<file path="config.mk">
export PLATFORM = sky130hd
export DESIGN_NAME = rdt_timer
export DESIGN_NICKNAME = d
export VERILOG_FILES = /design/src/rtl/rdt_pkg.sv /design/src/rtl/rdt_timer.sv
export SDC_FILE = /design/constraint.sdc
export NUM_CORES = 1
export LEC_CHECK = 0
export ABC_AREA = 1
export BUFFER_PORTS_ARGS = -buffer_cell sky130_fd_sc_hd__buf_2
export CORE_ASPECT_RATIO = 2
export CORE_UTILIZATION = 60
export CTS_CLUSTER_SIZE = 8
export DETAILED_ROUTE_END_ITERATION = 10
export PLACE_DENSITY = 0.79
export SLEW_MARGIN = 20
export SYNTH_ARGS = -nofsm -noshare
export SYNTH_HDL_FRONTEND = slang
export SYNTH_SLANG_ARGS = --single-unit
</file>
<file path="constraint.sdc">
create_clock -name clk -period 5.7 [get_ports clk]
set_input_delay 0.285 -clock clk [delete_from_list [all_inputs] [get_ports clk]]
set_output_delay 0.285 -clock clk [all_outputs]
set_load 0.02 [all_outputs]
</file>
<file path="src/rtl/rdt_pkg.sv">
package rdt_pkg;
	// ==========================================================
	// sizing
	localparam int unsigned SENSOR_COUNT = 5;
	localparam int unsigned BUTTON_COUNT = 3;
	localparam int unsigned TIME_W = 16;
	localparam int unsigned STAMP_W = 8;

	// ==========================================================
	// timing
	localparam int unsigned CLK_PERIOD_NS = 4;
	localparam int unsigned TICK_PERIOD_NS = 400;
	localparam int unsigned TICK_CYCLES = TICK_PERIOD_NS / CLK_PERIOD_NS;
	localparam int unsigned CHARGE_TIME_NS = 10000;
	localparam int unsigned CHARGE_CYCLES = (CHARGE_TIME_NS + CLK_PERIOD_NS - 1) / CLK_PERIOD_NS;
	localparam int unsigned TIMEOUT_COUNTS = 2000;

	// ==========================================================
	// reset values
	localparam logic [TIME_W-1:0] TIME_RESET = 16'h0000;
	localparam logic [STAMP_W-1:0] STAMP_RESET = 8'h00;

	// ==========================================================
	// result carrier
	typedef struct packed {
		logic valid;
		logic [SENSOR_COUNT*TIME_W-1:0] times;
	} rdt_result_type;
endpackage

</file>
<file path="src/rtl/rdt_timer.sv">
// Operation
// - drive all lines high to charge, then release as inputs and start timing
// - time base counts up once every 0.4 us during a measurement
// - elapsed time sums unsigned counter differences so wraparound is harmless
// - record elapsed time on a falling input only if nothing recorded yet
// - inspect sensors only when port sample differs from previous sample
// - stop when elapsed reaches timeout limit, default 2000, then present results
// - time all five sensor lines together, one time per sensor
// - button reads 1 released and 0 pressed
// - pull-up enable on button inputs is always asserted
module rdt_timer #(
	parameter int unsigned SENSORS = rdt_pkg::SENSOR_COUNT,
	parameter int unsigned BUTTONS = rdt_pkg::BUTTON_COUNT,
	parameter int unsigned CHARGE_CYC = rdt_pkg::CHARGE_CYCLES,
	parameter logic [rdt_pkg::TIME_W-1:0] TIMEOUT_LIMIT = 16'h07D0
) (
	// clock and reset
	input wire logic clk,
	input wire logic rst_n,
	// control
	input wire logic start,
	output logic busy,
	// sensor lines, two-way
	input wire logic [SENSORS-1:0] sensor_in,
	output logic [SENSORS-1:0] sensor_out,
	output logic [SENSORS-1:0] sensor_oe,
	// pushbuttons
	input wire logic [BUTTONS-1:0] button_in,
	output logic [BUTTONS-1:0] button_pullup_en,
	output logic [BUTTONS-1:0] button_level,
	// result
	output rdt_pkg::rdt_result_type result
);
	localparam int unsigned TW = rdt_pkg::TIME_W;
	localparam int unsigned SW = rdt_pkg::STAMP_W;
	localparam int unsigned TICK_W = $clog2(rdt_pkg::TICK_CYCLES + 1);
	localparam int unsigned CHG_W = $clog2(CHARGE_CYC + 1);
	localparam logic [TICK_W-1:0] TICK_LAST = TICK_W'(rdt_pkg::TICK_CYCLES - 1);
	localparam logic [CHG_W-1:0] CHG_LAST = CHG_W'(CHARGE_CYC - 1);

	typedef enum logic [1:0] {RDT_IDLE, RDT_CHARGE, RDT_TIME} rdt_state_type;

	// ==========================================================
	// pin synchronisers: three stages, change accepted when 2 and 3 agree
	logic [SENSORS-1:0] s1_q, s2_q, s3_q, s_clean_q;
	logic [BUTTONS-1:0] b1_q, b2_q, b3_q, b_clean_q;
	always_ff @(posedge clk or negedge rst_n) begin
		if (!rst_n) begin
			s1_q <= '0;
			s2_q <= '0;
			s3_q <= '0;
			b1_q <= '1;
			b2_q <= '1;
			b3_q <= '1;
		end else begin
			s1_q <= sensor_in;
			s2_q <= s1_q;
			s3_q <= s2_q;
			b1_q <= button_in;
			b2_q <= b1_q;
			b3_q <= b2_q;
		end
	end

	wire [SENSORS-1:0] s_agree = ~(s2_q ^ s3_q);
	wire [BUTTONS-1:0] b_agree = ~(b2_q ^ b3_q);
	wire [SENSORS-1:0] s_clean_d = (s_agree & s3_q) | (~s_agree & s_clean_q);
	wire [BUTTONS-1:0] b_clean_d = (b_agree & b3_q) | (~b_agree & b_clean_q);
	always_ff @(posedge clk or negedge rst_n) begin
		if (!rst_n) begin
			s_clean_q <= '0;
			b_clean_q <= '1;
		end else begin
			s_clean_q <= s_clean_d;
			b_clean_q <= b_clean_d;
		end
	end

	// ==========================================================
	// pushbuttons: active-low level, pull-up always on
	assign button_pullup_en = '1;
	assign button_level = b_clean_q;

	// ==========================================================
	// state and time base
	rdt_state_type state_q, state_d;
	logic [CHG_W-1:0] chg_q;
	logic [TICK_W-1:0] tick_q;
	logic [SW-1:0] stamp_q, last_stamp_q;
	logic [TW-1:0] elapsed_q;
	logic [SENSORS-1:0] last_port_q;
	logic [SENSORS-1:0][TW-1:0] rec_q;
	logic [SENSORS*TW-1:0] out_times_q;
	logic out_valid_q;

	wire timing = (state_q == RDT_TIME);
	wire tick_wrap = (tick_q == TICK_LAST);
	wire chg_done = (chg_q == CHG_LAST);
	// unsigned narrow difference never goes negative across a wrap
	wire [SW-1:0] delta = stamp_q - last_stamp_q;
	wire [TW-1:0] elapsed_d = elapsed_q + TW'(delta);
	wire timed_out = (elapsed_d >= TIMEOUT_LIMIT);
	wire port_changed = (s_clean_q != last_port_q);
	wire [SENSORS-1:0] falling = last_port_q & ~s_clean_q;

	// next state
	always_comb begin
		state_d = state_q;
		unique case (state_q)
			RDT_IDLE: if (start) state_d = RDT_CHARGE;
			RDT_CHARGE: if (chg_done) state_d = RDT_TIME;
			RDT_TIME: if (timed_out) state_d = RDT_IDLE;
		endcase
	end

	always_ff @(posedge clk or negedge rst_n) begin
		if (!rst_n) state_q <= RDT_IDLE;
		else state_q <= state_d;
	end

	// charge counter held at zero outside charge, tick prescaler held at zero outside timing
	always_ff @(posedge clk or negedge rst_n) begin
		if (!rst_n) begin
			chg_q <= '0;
			tick_q <= '0;
			stamp_q <= rdt_pkg::STAMP_RESET;
		end else begin
			chg_q <= (state_q == RDT_CHARGE) ? chg_q + CHG_W'(1) : '0;
			tick_q <= (!timing || tick_wrap) ? '0 : tick_q + TICK_W'(1);
			if (timing && tick_wrap) stamp_q <= stamp_q + SW'(1);
		end
	end

	// elapsed accumulator follows the counter
	always_ff @(posedge clk or negedge rst_n) begin
		if (!rst_n) begin
			elapsed_q <= rdt_pkg::TIME_RESET;
			last_stamp_q <= rdt_pkg::STAMP_RESET;
			last_port_q <= '0;
		end else if (timing) begin
			elapsed_q <= elapsed_d;
			last_stamp_q <= last_stamp_q + delta;
			if (port_changed) last_port_q <= s_clean_q;
		end else begin
			elapsed_q <= rdt_pkg::TIME_RESET;
			last_stamp_q <= stamp_q;
			last_port_q <= '1; // lines were charged high
		end
	end

	// per-sensor capture, all sensors timed together
	for (genvar i = 0; i < SENSORS; i++) begin : g_sensor
		wire cap = timing && port_changed && falling[i] && (rec_q[i] == '0);
		always_ff @(posedge clk or negedge rst_n) begin
			if (!rst_n) rec_q[i] <= rdt_pkg::TIME_RESET;
			else if (state_q == RDT_CHARGE) rec_q[i] <= rdt_pkg::TIME_RESET;
			else if (cap) rec_q[i] <= (elapsed_d == '0) ? TW'(1) : elapsed_d;
		end
		// unresolved sensors report the limit
		wire [TW-1:0] fin = (rec_q[i] == '0) ? TIMEOUT_LIMIT : rec_q[i];
		always_ff @(posedge clk or negedge rst_n) begin
			if (!rst_n) out_times_q[i*TW +: TW] <= rdt_pkg::TIME_RESET;
			else if (timing && timed_out) out_times_q[i*TW +: TW] <= fin;
		end
	end

	always_ff @(posedge clk or negedge rst_n) begin
		if (!rst_n) out_valid_q <= 1'b0;
		else if (start && state_q == RDT_IDLE) out_valid_q <= 1'b0;
		else if (timing && timed_out) out_valid_q <= 1'b1;
	end

	// ==========================================================
	// pin drive: high during charge, released otherwise
	assign sensor_oe = {SENSORS{state_q == RDT_CHARGE}};
	assign sensor_out = '1;
	assign busy = (state_q != RDT_IDLE);
	assign result.valid = out_valid_q;
	assign result.times = out_times_q;
endmodule // rdt_timer

</file>
=== After elaboration in Yosys (flattened, before gate mapping) ===
Index checks and enable logic that the tools add are counted.

* Flip-flop bits (word level): 251
* Bits in latches: 0
* Memory bits (writable): 0
* Bits in read-only memories: 0
* Input bits: 11
* Output and inout port bits: 98
* Logic and storage cells: 115
* Memories: 0

* $add $sub $neg: 6
* $mul: 0
* Divide/modulo/power cells: 0
* Order comparisons: 1
* Eq/ne operators: 9
* Shift operators: 0
* Muxes and demuxes: 28
* Bitwise gates (word level): 14
* Reduce and logical (&&, ||, !) cells: 31

{| class="wikitable"
|+ Operators by type and width
! kind !! count
|-
| $mux W16 || 17
|-
| $logic_not A16 Y1 || 6
|-
| $add A16 B8 Y16 || 1
|-
| $ge A16 B11 Y1 const B || 1
|-
| $and A5 B5 Y5 || 3
|-
| $not A5 Y5 || 3
|-
| $logic_and A1 B1 Y1 || 14
|-
| $reduce_bool A2 Y1 || 7
|-
| $add A12 B1 Y12 const B || 1
|-
| $eq A12 B12 Y1 const B || 1
|-
| $mux W12 || 1
|-
| $mux W5 || 2
|-
| $add A8 B1 Y8 const B || 1
|-
| $add A8 B8 Y8 || 1
|-
| $mux W8 || 1
|-
| $sub A8 B8 Y8 || 1
|-
| $add A7 B1 Y7 const B || 1
|-
| $eq A7 B7 Y1 const B || 1
|-
| $mux W7 || 1
|-
| $and A3 B3 Y3 || 2
|-
| $mux W2 || 3
|-
| $ne A2 B1 Y1 const B || 3
|-
| $not A3 Y3 || 2
|-
| $pmux W2 S3 || 1
|-
| other kinds (13) || 14
|}

=== Logic depth before layout (Yosys ltp) ===
Gate-level depths: netlist of the first run.

* Depth after elaboration: 6
* Gate-level depth with buffers: 27
* Depth with buffers taken out: 26

=== Least setup slack after synthesis of the first run ===
No wires, ideal clock.

* Kind: register -> register
* Start: reg stamp_q[0]
* End: reg out_times_q[38] (netlist: result[38])
* Arrival time: 3.356 ns
* Data required time: 5.581 ns
* Path slack: 2.225 ns
* Cell stages (with the launch flop): 26
* Clock period less this slack: 3.475 ns
* Path through: dfrtp_1 -> inv_1 -> ha_1 -> inv_1 -> fa_1 -> nand3_1 -> nand2_1 -> nand2_1 -> nand2_1 -> a21oi_1 -> xnor2_1 -> ha_1 -> nand2_1 -> inv_2 -> a21oi_1 -> nand2_1 -> nand2_1 -> nand2_1 -> nor2_1 -> nand4_2 -> nand3_4 -> nand2_4 -> buf_8 -> buf_6 -> nand2_2 -> o21ai_2

* Word-level cells in the longest chain between the ends: 4

{| class="wikitable"
|+ Ends and longest elaborated chain
! item !! line !! source
|-
| start, declared || rdt_timer.sv:89 || <nowiki>logic [SW-1:0] stamp_q, last_stamp_q;</nowiki>
|-
| start signal, assigned || rdt_timer.sv:126 || <nowiki>stamp_q <= rdt_pkg::STAMP_RESET;</nowiki>
|-
| start signal, assigned || rdt_timer.sv:130 || <nowiki>if (timing && tick_wrap) stamp_q <= stamp_q + SW'(1);</nowiki>
|-
| $sub A8 B8 Y8 || rdt_timer.sv:100 || <nowiki>wire [SW-1:0] delta = stamp_q - last_stamp_q;</nowiki>
|-
| $add A16 B8 Y16 || rdt_timer.sv:101 || <nowiki>wire [TW-1:0] elapsed_d = elapsed_q + TW'(delta);</nowiki>
|-
| $ge A16 B11 Y1 || rdt_timer.sv:102 || <nowiki>wire timed_out = (elapsed_d >= TIMEOUT_LIMIT);</nowiki>
|-
| $logic_and A1 B1 Y1 || rdt_timer.sv:163 || <nowiki>else if (timing && timed_out) out_times_q[i*TW +: TW] <= fin;</nowiki>
|-
| end signal, assigned by index || rdt_timer.sv:162 || <nowiki>if (!rst_n) out_times_q[i*TW +: TW] <= rdt_pkg::TIME_RESET;</nowiki>
|-
| end signal, assigned by index || rdt_timer.sv:163 ||
|-
| end, declared || rdt_timer.sv:93 || <nowiki>logic [SENSORS*TW-1:0] out_times_q;</nowiki>
|}

Every way passes these cells.
A chain may end at the register's enable or synchronous reset.

=== Worst setup path in the final report of the first run ===
* Start: reg stamp_q[0]
* End: reg out_times_q[44] (netlist: result[44])

The elaborated chain is that of the path after synthesis.

==> results of run 1 <==
state kept, by name, indices dropped and copies added, names as in the netlist, 7 cells and up, named ones only:
signal / flops
chg_q: 12
stamp_q: 8
tick_q: 7
last_stamp_q: 8
result: 80
elapsed_q: 16
rec_q: 80
through the flow:
| step | hold WS (ns) | area, um2 | setup slack [ns] | power (mW) | cells |
|---|---|---|---|---|---|
| 4_1_cts | 0.164 | 13100 | 1.35 | 4.57 | 1646 |
| 5_1_grt | 0.187 | 13100 | 0.935 | 4.73 | 1646 |
| 3_3_place_gp | 0.334 | 12000 | 1.62 | 2.59 | 1581 |
| 6_report | 0.193 | 13100 | 1.33 | 4.54 | 1646 |
| 3_5_place_dp | 0.336 | 12000 | 1.42 | 2.60 | 1581 |
| 2_1_floorplan | -0.0106 | 11500 | 2.23 | 2.44 | 1273 |
routing by layer:
layer,wire [um],share of wire (%),vias to the layer above
met5,0,0,-
met4,2070,7.8,0
met3,1120,4.2,114
met2,13800,52,256
met1,9570,36,4218
li1,-,-,4265
logic make-up (layout without fill, tap and decap cells):
logic type | Yosys count | count (layout) | synth area share [%]
AO/OA/AOI/OAI | 192 | 192 | 9.28
XOR/XNOR | 19 | 19 | 1.46
adder cells (fa/ha/maj) | 45 | 45 | 4.95
buffers and inverters | 201 | 319 | 8.05
flip-flops | 251 | 251 | 55.1
multiplexers | 1 | 1 | 0.0985
other | 1 | 8 | 0.0328
AND/OR/NAND/NOR | 556 | 556 | 21.1
power by group:
part / internal, mW / switching [mW]
sequential: 1.85 / 0.0334
combinational: 0.153 / 0.552
clock: 1.21 / 0.741
total: 3.21 / 1.33
final cells by class:
type                    count  area [um2]
clock buffers              54        1010
multi-input cells         821        4240
inverters                 148         556
fillers                  1460        5640
repair buffers            115         658
well taps                 255         319
flip-flops and latches    251        6300
clock inverters             2        23.8
worst register-to-register path, delay by kind of cell, from the launching register on:
family	cells	cell delay, ns
AND/OR/NAND/NOR	13	1.37
adder cells (fa/ha/maj)	3	0.97
flip-flops	1	0.39
XOR/XNOR	1	0.18
buffers and inverters	5	0.91
AO/OA/AOI/OAI	3	0.47
final timing paths:
path,slack (ns),endpoint,start,depth (start not counted)
min in group asynchronous,0.46,result[39],rst_n,2
worst max register to register,1.33,result[44],stamp_q[0],25
worst max-delay path,1.33,result[44],stamp_q[0],25
max in group asynchronous,3.82,rec_q[27],rst_n,3
worst min-delay path,0.19,out_valid_q,start,3
worst min register to register,0.35,s2_q[2],s1_q[2],0
layout by cell type (no fill, tap or decap), drive strengths merged, types with 9 or more instances in the layout:
cell type,Yosys,layout
nand2,325,325
nand3,72,72
a21oi,29,29
nand4,22,22
nor2,97,97
o21ai,155,155
nor4,10,10
dlygate4sd3,0,9
dfstp,12,12
dfrtp,239,239
nor3,17,17
ha,34,34
buf,31,106
inv,148,148
xor2,12,12
clkbuf,22,54
==> impl_results.md, run 1 <==
* Outcome: finished, final reports clean
* Initial antenna violation count at 0
* Antenna Nets Post-Route at 0
* Mapped Cells at 1266
* Crit path largest cell delay at 0.47 ns
* Core Area at 18700 um2
* Latest clock arrival within the worst-skew pair at 0.52 ns
* Met1 Use GR at 29.9%
* Actual slew at the worst max-slew pin at 0.916 ns
* Root Driver: clkbuf_16
* Fmax at 229 MHz
* Slowest CP cell: buf_4
* Nets at 1422
* GR Util met2 at 49.8%
* DRC viols at 0
* Critical Path Sink Type: flop
* Routed len/inst at 16.1 um
* Met3 usage in global routing at 4.46%
* HP Class: input pin to flop
* Synth Area per Inst at 9.03 um2
* Detailed-route via count at 8853
* Worst Path Buf+Inv at 5
* Post-CTS sizing at 0
* Critical Path Fanout Max at 50
* Synth top area share at 52.3%
* Routed WL at 26.5 mm
* GRT Resource Usage Total at 28.4%
* Worst vdd ir at 0.000372 V
* Gr ovfl total at 0
* PwrDens at 346 nW/um2
* Area leader, netlist: dfrtp_1
* P&R area growth vs syn at 14.6%
* Cell Area, Synth at 11400 um2
* Worst Path Required at 6.11 ns
* Vias/cell at 5.38
* Post-CTS setup buffer count at 0
* Most frequent cells after synthesis: nand2_1, dfrtp_1, inv_1
* Hpwl dp at 18.5 mm
* Finish-stage setup viols at 0
* Final GP Congestion at 0.949
* Clock skew at 0.0224 ns
* Period utilisation layout at 76.6%
* DR pass1 iterations at 4
* GRT Max-Usage Layer: met2
* TritonCTS clock tree: done
* Max Cap Viol at 0
* CP arrival at 4.78 ns
* Setup tns final at 0 ns
* Post-synthesis cell type count at 47
* Die ar. at 19600 um2
* Boundary Pins at 109
* RSZ-0062 raised after global routing: false
* WS Path Type: flop to flop
* Ratio of cells with drive above 1 in the final layout at 15.2%
* Ant. Diodes at 0
* Post-synth EDFFs at 0
* Synth area leaders: dfrtp_1, nand2_1, inv_1
* Clk sinks at 251
* Crit-path most repeated cell: nand2_1
* Max Slew Vio Count at 0
* Die Width at 99.6 um
* Hold-fix buffers, CTS at 9
* Seq/Total Area, Yosys at 55.1%
* Final hold vios at 0
* Starting DRT DRC Count at 358
* Starting Density at 61.0%
* Port bufs at 100
* Crit path launch type: flop
* Number of global-route vias before repair at 9021
* Leak pwr at 6.73 nW
* Count leader, synth: nand2_1
* Yosys Warn Count at 0
* FF+latch count, synth at 251
* Clock tree buffer depth at 3
* Relative slew slack at 38.9%
* Top_reg_cell synth: dfrtp_1
* First-pass GRT wire length at 43.1 mm
* Share of flip-flops with an asynchronous set or reset at 100%
* Largest net degree at the start of global routing at 125
* Clock period minus worst slack at 4.37 ns
* Die Ht at 197 um
* Crit path max-delay family: simple AND/OR/NAND/NOR gates
* # rows at 71
* Max H-tree Level at 2
* Post-layout util at 69.9%
* Cts bufs inserted at 37
* Clk slew on worst S/H paths at 0.05 ns
Note: power is estimated with default switching activity, not from simulation.
==> run 2: changes to the inputs <==
--- a/config.mk
+++ b/config.mk
@@ -8,10 +8,10 @@
 export ABC_AREA = 1
 export BUFFER_PORTS_ARGS = -buffer_cell sky130_fd_sc_hd__buf_2
 export CORE_ASPECT_RATIO = 2
-export CORE_UTILIZATION = 60
+export CORE_UTILIZATION = 59
 export CTS_CLUSTER_SIZE = 8
 export DETAILED_ROUTE_END_ITERATION = 10
-export PLACE_DENSITY = 0.79
+export PLACE_DENSITY = 0.77
 export SLEW_MARGIN = 20
 export SYNTH_ARGS = -nofsm -noshare
 export SYNTH_HDL_FRONTEND = slang
==> constraint.sdc (replaced) <==
create_clock -name clk -period 4.34 [get_ports clk]
set_input_delay 0.217 -clock clk [delete_from_list [all_inputs] [get_ports clk]]
set_output_delay 0.217 -clock clk [all_outputs]
set_load 0.02 [all_outputs]
==> impl_results.md, run 2 (synthesized netlist as in run 1, its figures left out) <==
* Outcome: finished, final reports clean (unchanged)
* GRT Resource Usage Total at 27.9% (was 28.4%)
* Starting DRT DRC Count at 522 (was 358)
* Clock period minus worst slack at 4.01 ns (was 4.37 ns)
* Cts bufs inserted at 37 (unchanged)
* DP Cell Count at 1584 (was 1581)
* Vias/cell at 5.39 (was 5.38)
* Crit path launch type: flop (unchanged)
* Leak pwr at 6.77 nW (was 6.73 nW)
* Initial antenna violation count at 0 (unchanged)
* Critical Path Fanout Max at 42 (was 50)
* HP Class: input pin to asynchronous set/reset pin (was input pin to flop)
* Boundary Pins at 109 (unchanged)
* TritonCTS clock tree: done (unchanged)
* Commonest non-fill, non-tap cells in the layout: nand2_1, dfrtp_1, inv_1 (unchanged)
* Relative slew slack at 36.6% (was 38.9%)
* Crit path largest cell delay at 0.42 ns (was 0.47 ns)
* Max H-tree Level at 2 (unchanged)
* Final GP Congestion at 0.911 (was 0.949)
* Actual slew at the worst max-slew pin at 0.951 ns (was 0.916 ns)
* CP arrival at 4.40 ns (was 4.78 ns)
* Port bufs at 100 (unchanged)
* Post-layout util at 69.9% (about the same)
* Slowest CP cell: fa_1 (was buf_4)
* Crit-path most repeated cell: nand2_1 (unchanged)
* Setup WS post-layout at 0.331 ns (was 1.33 ns)
* Root Driver: clkbuf_16 (unchanged)
* Die Ht at 199 um (was 197 um)
* Antenna Nets Post-Route at 0 (unchanged)
* Core Area at 18900 um2 (was 18700 um2)
* Clock skew at 0.0186 ns (was 0.0224 ns)
* Routed WL at 26.5 mm (about the same)
* Crit path max-delay family: simple AND/OR/NAND/NOR gates (unchanged)
* Final hold vios at 0 (unchanged)
* P&R area growth vs syn at 15.7% (was 14.6%)
* DRC viols at 0 (unchanged)
* Worst vdd ir at 0.000473 V (was 0.000372 V)
* First-pass GRT wire length at 42.7 mm (was 43.1 mm)
* Fmax at 249 MHz (was 229 MHz)
* Fin Hold WS at 0.297 ns (was 0.193 ns)
* # rows at 71 (unchanged)
* R2R setup slack at 0.33 ns (was 1.33 ns)
* Detailed-route via count at 8904 (was 8853)
* R2R Path Start: stamp_q[0] (unchanged)
* Max Slew Vio Count at 0 (unchanged)
* Period utilisation layout at 92.4% (was 76.6%)
* Hpwl dp at 18.9 mm (was 18.5 mm)
* CP Cell Sequence: inv_1 > ha_2 > inv_1 > fa_1 > nand3_1 > nand2_1 > nand2_1 > nand2_1 > a21oi_1 > xnor2_1 > ha_1 > nand2_1 > nor2_1 > nand3_1 > nand3_1 > nand2_1 > nand2_1 > nand4_2 > nand3_4 > nand2_8 > buf_16 > nand2_1 > o21ai_0
* DR pass1 iterations at 5 (was 4)
* Reg-to-Reg End: result[62] (was result[44])
* Die ar. at 20000 um2 (was 19600 um2)
* Worst Path Buf+Inv at 3 (was 5)
* Clock tree buffer depth at 3 (unchanged)
* Latest clock arrival within the worst-skew pair at 0.52 ns (about the same)
* Final Non-Filler Cells at 1653 (was 1646)
* Max Cap Viol at 0 (unchanged)
* Worst Path Required at 4.73 ns (was 6.11 ns)
* WS Path Type: flop to flop (unchanged)
* Finish-stage setup viols at 0 (unchanged)
* PwrDens at 451 nW/um2 (was 346 nW/um2)
* RSZ-0062 raised after global routing: true (was false)
* Clk slew on worst S/H paths at 0.05 ns (about the same)
* Reg2reg path depth at 23 (was 25)
* Placed Instance Area at 12000 um2 (about the same)
* Die Width at 100 um (was 99.6 um)
* Starting Density at 60.4% (was 61.0%)
* Most common cell after layout, fill and taps aside: nand2_1 (unchanged)
* Ratio of cells with drive above 1 in the final layout at 15.8% (was 15.2%)
* Clk sinks at 251 (unchanged)
* Gr ovfl total at 0 (unchanged)
* Routed len/inst at 16.1 um (about the same)
* Final instance area at 13200 um2 (was 13100 um2)
* Number of global-route vias before repair at 8936 (was 9021)
* Largest net degree at the start of global routing at 98 (was 125)
* Ant. Diodes at 0 (unchanged)
* Nets at 1428 (was 1422)
* Pre-CTS setup slack at 0.206 ns (was 1.42 ns)
* Critical Path Sink Type: flop (unchanged)
[run 2: cell type report]
class	instances	area [um2]
Clock inverter	4	45.0
Sequential cell	251	6300
Fill cell	1506	5700
Tap cell	255	319
Timing Repair Buffer	121	762
Clock buffer	53	986
Multi-Input combinational cell	821	4260
Inverter	148	556
[run 2: routing by layer]
layer | track usage [%] | up-vias | part of all wire (%)
met5 | 0 | - | 0
met4 | 17.4 | 0 | 6.2
met3 | 3.90 | 106 | 4.2
met2 | 50.8 | 271 | 54
met1 | 29.7 | 4250 | 36
li1 | - | 4277 | -
[run 2: power breakdown]
group	internal (mW)	switching, mW
clock network	1.57	0.982
logic	0.205	0.733
registers	2.43	0.0465
total	4.20	1.76
[run 2: timing repair]
action,in CTS,in global routing
hold buffers,10,0
endpoints found under the hold margin,99,0
setup buffers,0,2
setup endpoints to repair,0,81
resized for setup,0,7
[run 2: how the worst max path moves through the flow]
stage	startpoint	to	slack [ns]	cells past startpoint
after detailed placement	stamp_q[0]	result[10]	0.21	26
after CTS	stamp_q[0]	result[62]	0.17	26
after global routing	stamp_q[0]	result[10]	-0.04	26
after global placement	stamp_q[0]	result[61]	0.38	25
final	stamp_q[0]	result[62]	0.33	23
after floorplan	stamp_q[0]	result[38]	0.87	25
[run 2: stage by stage]
step / power [mW] / setup TNS [ns]
final: 5.96 / 0
after detailed placement: 3.43 / 0
after global routing: 6.21 / -0.183
after CTS: 6.00 / 0
after global placement: 3.41 / 0
after floorplan: 3.20 / 0
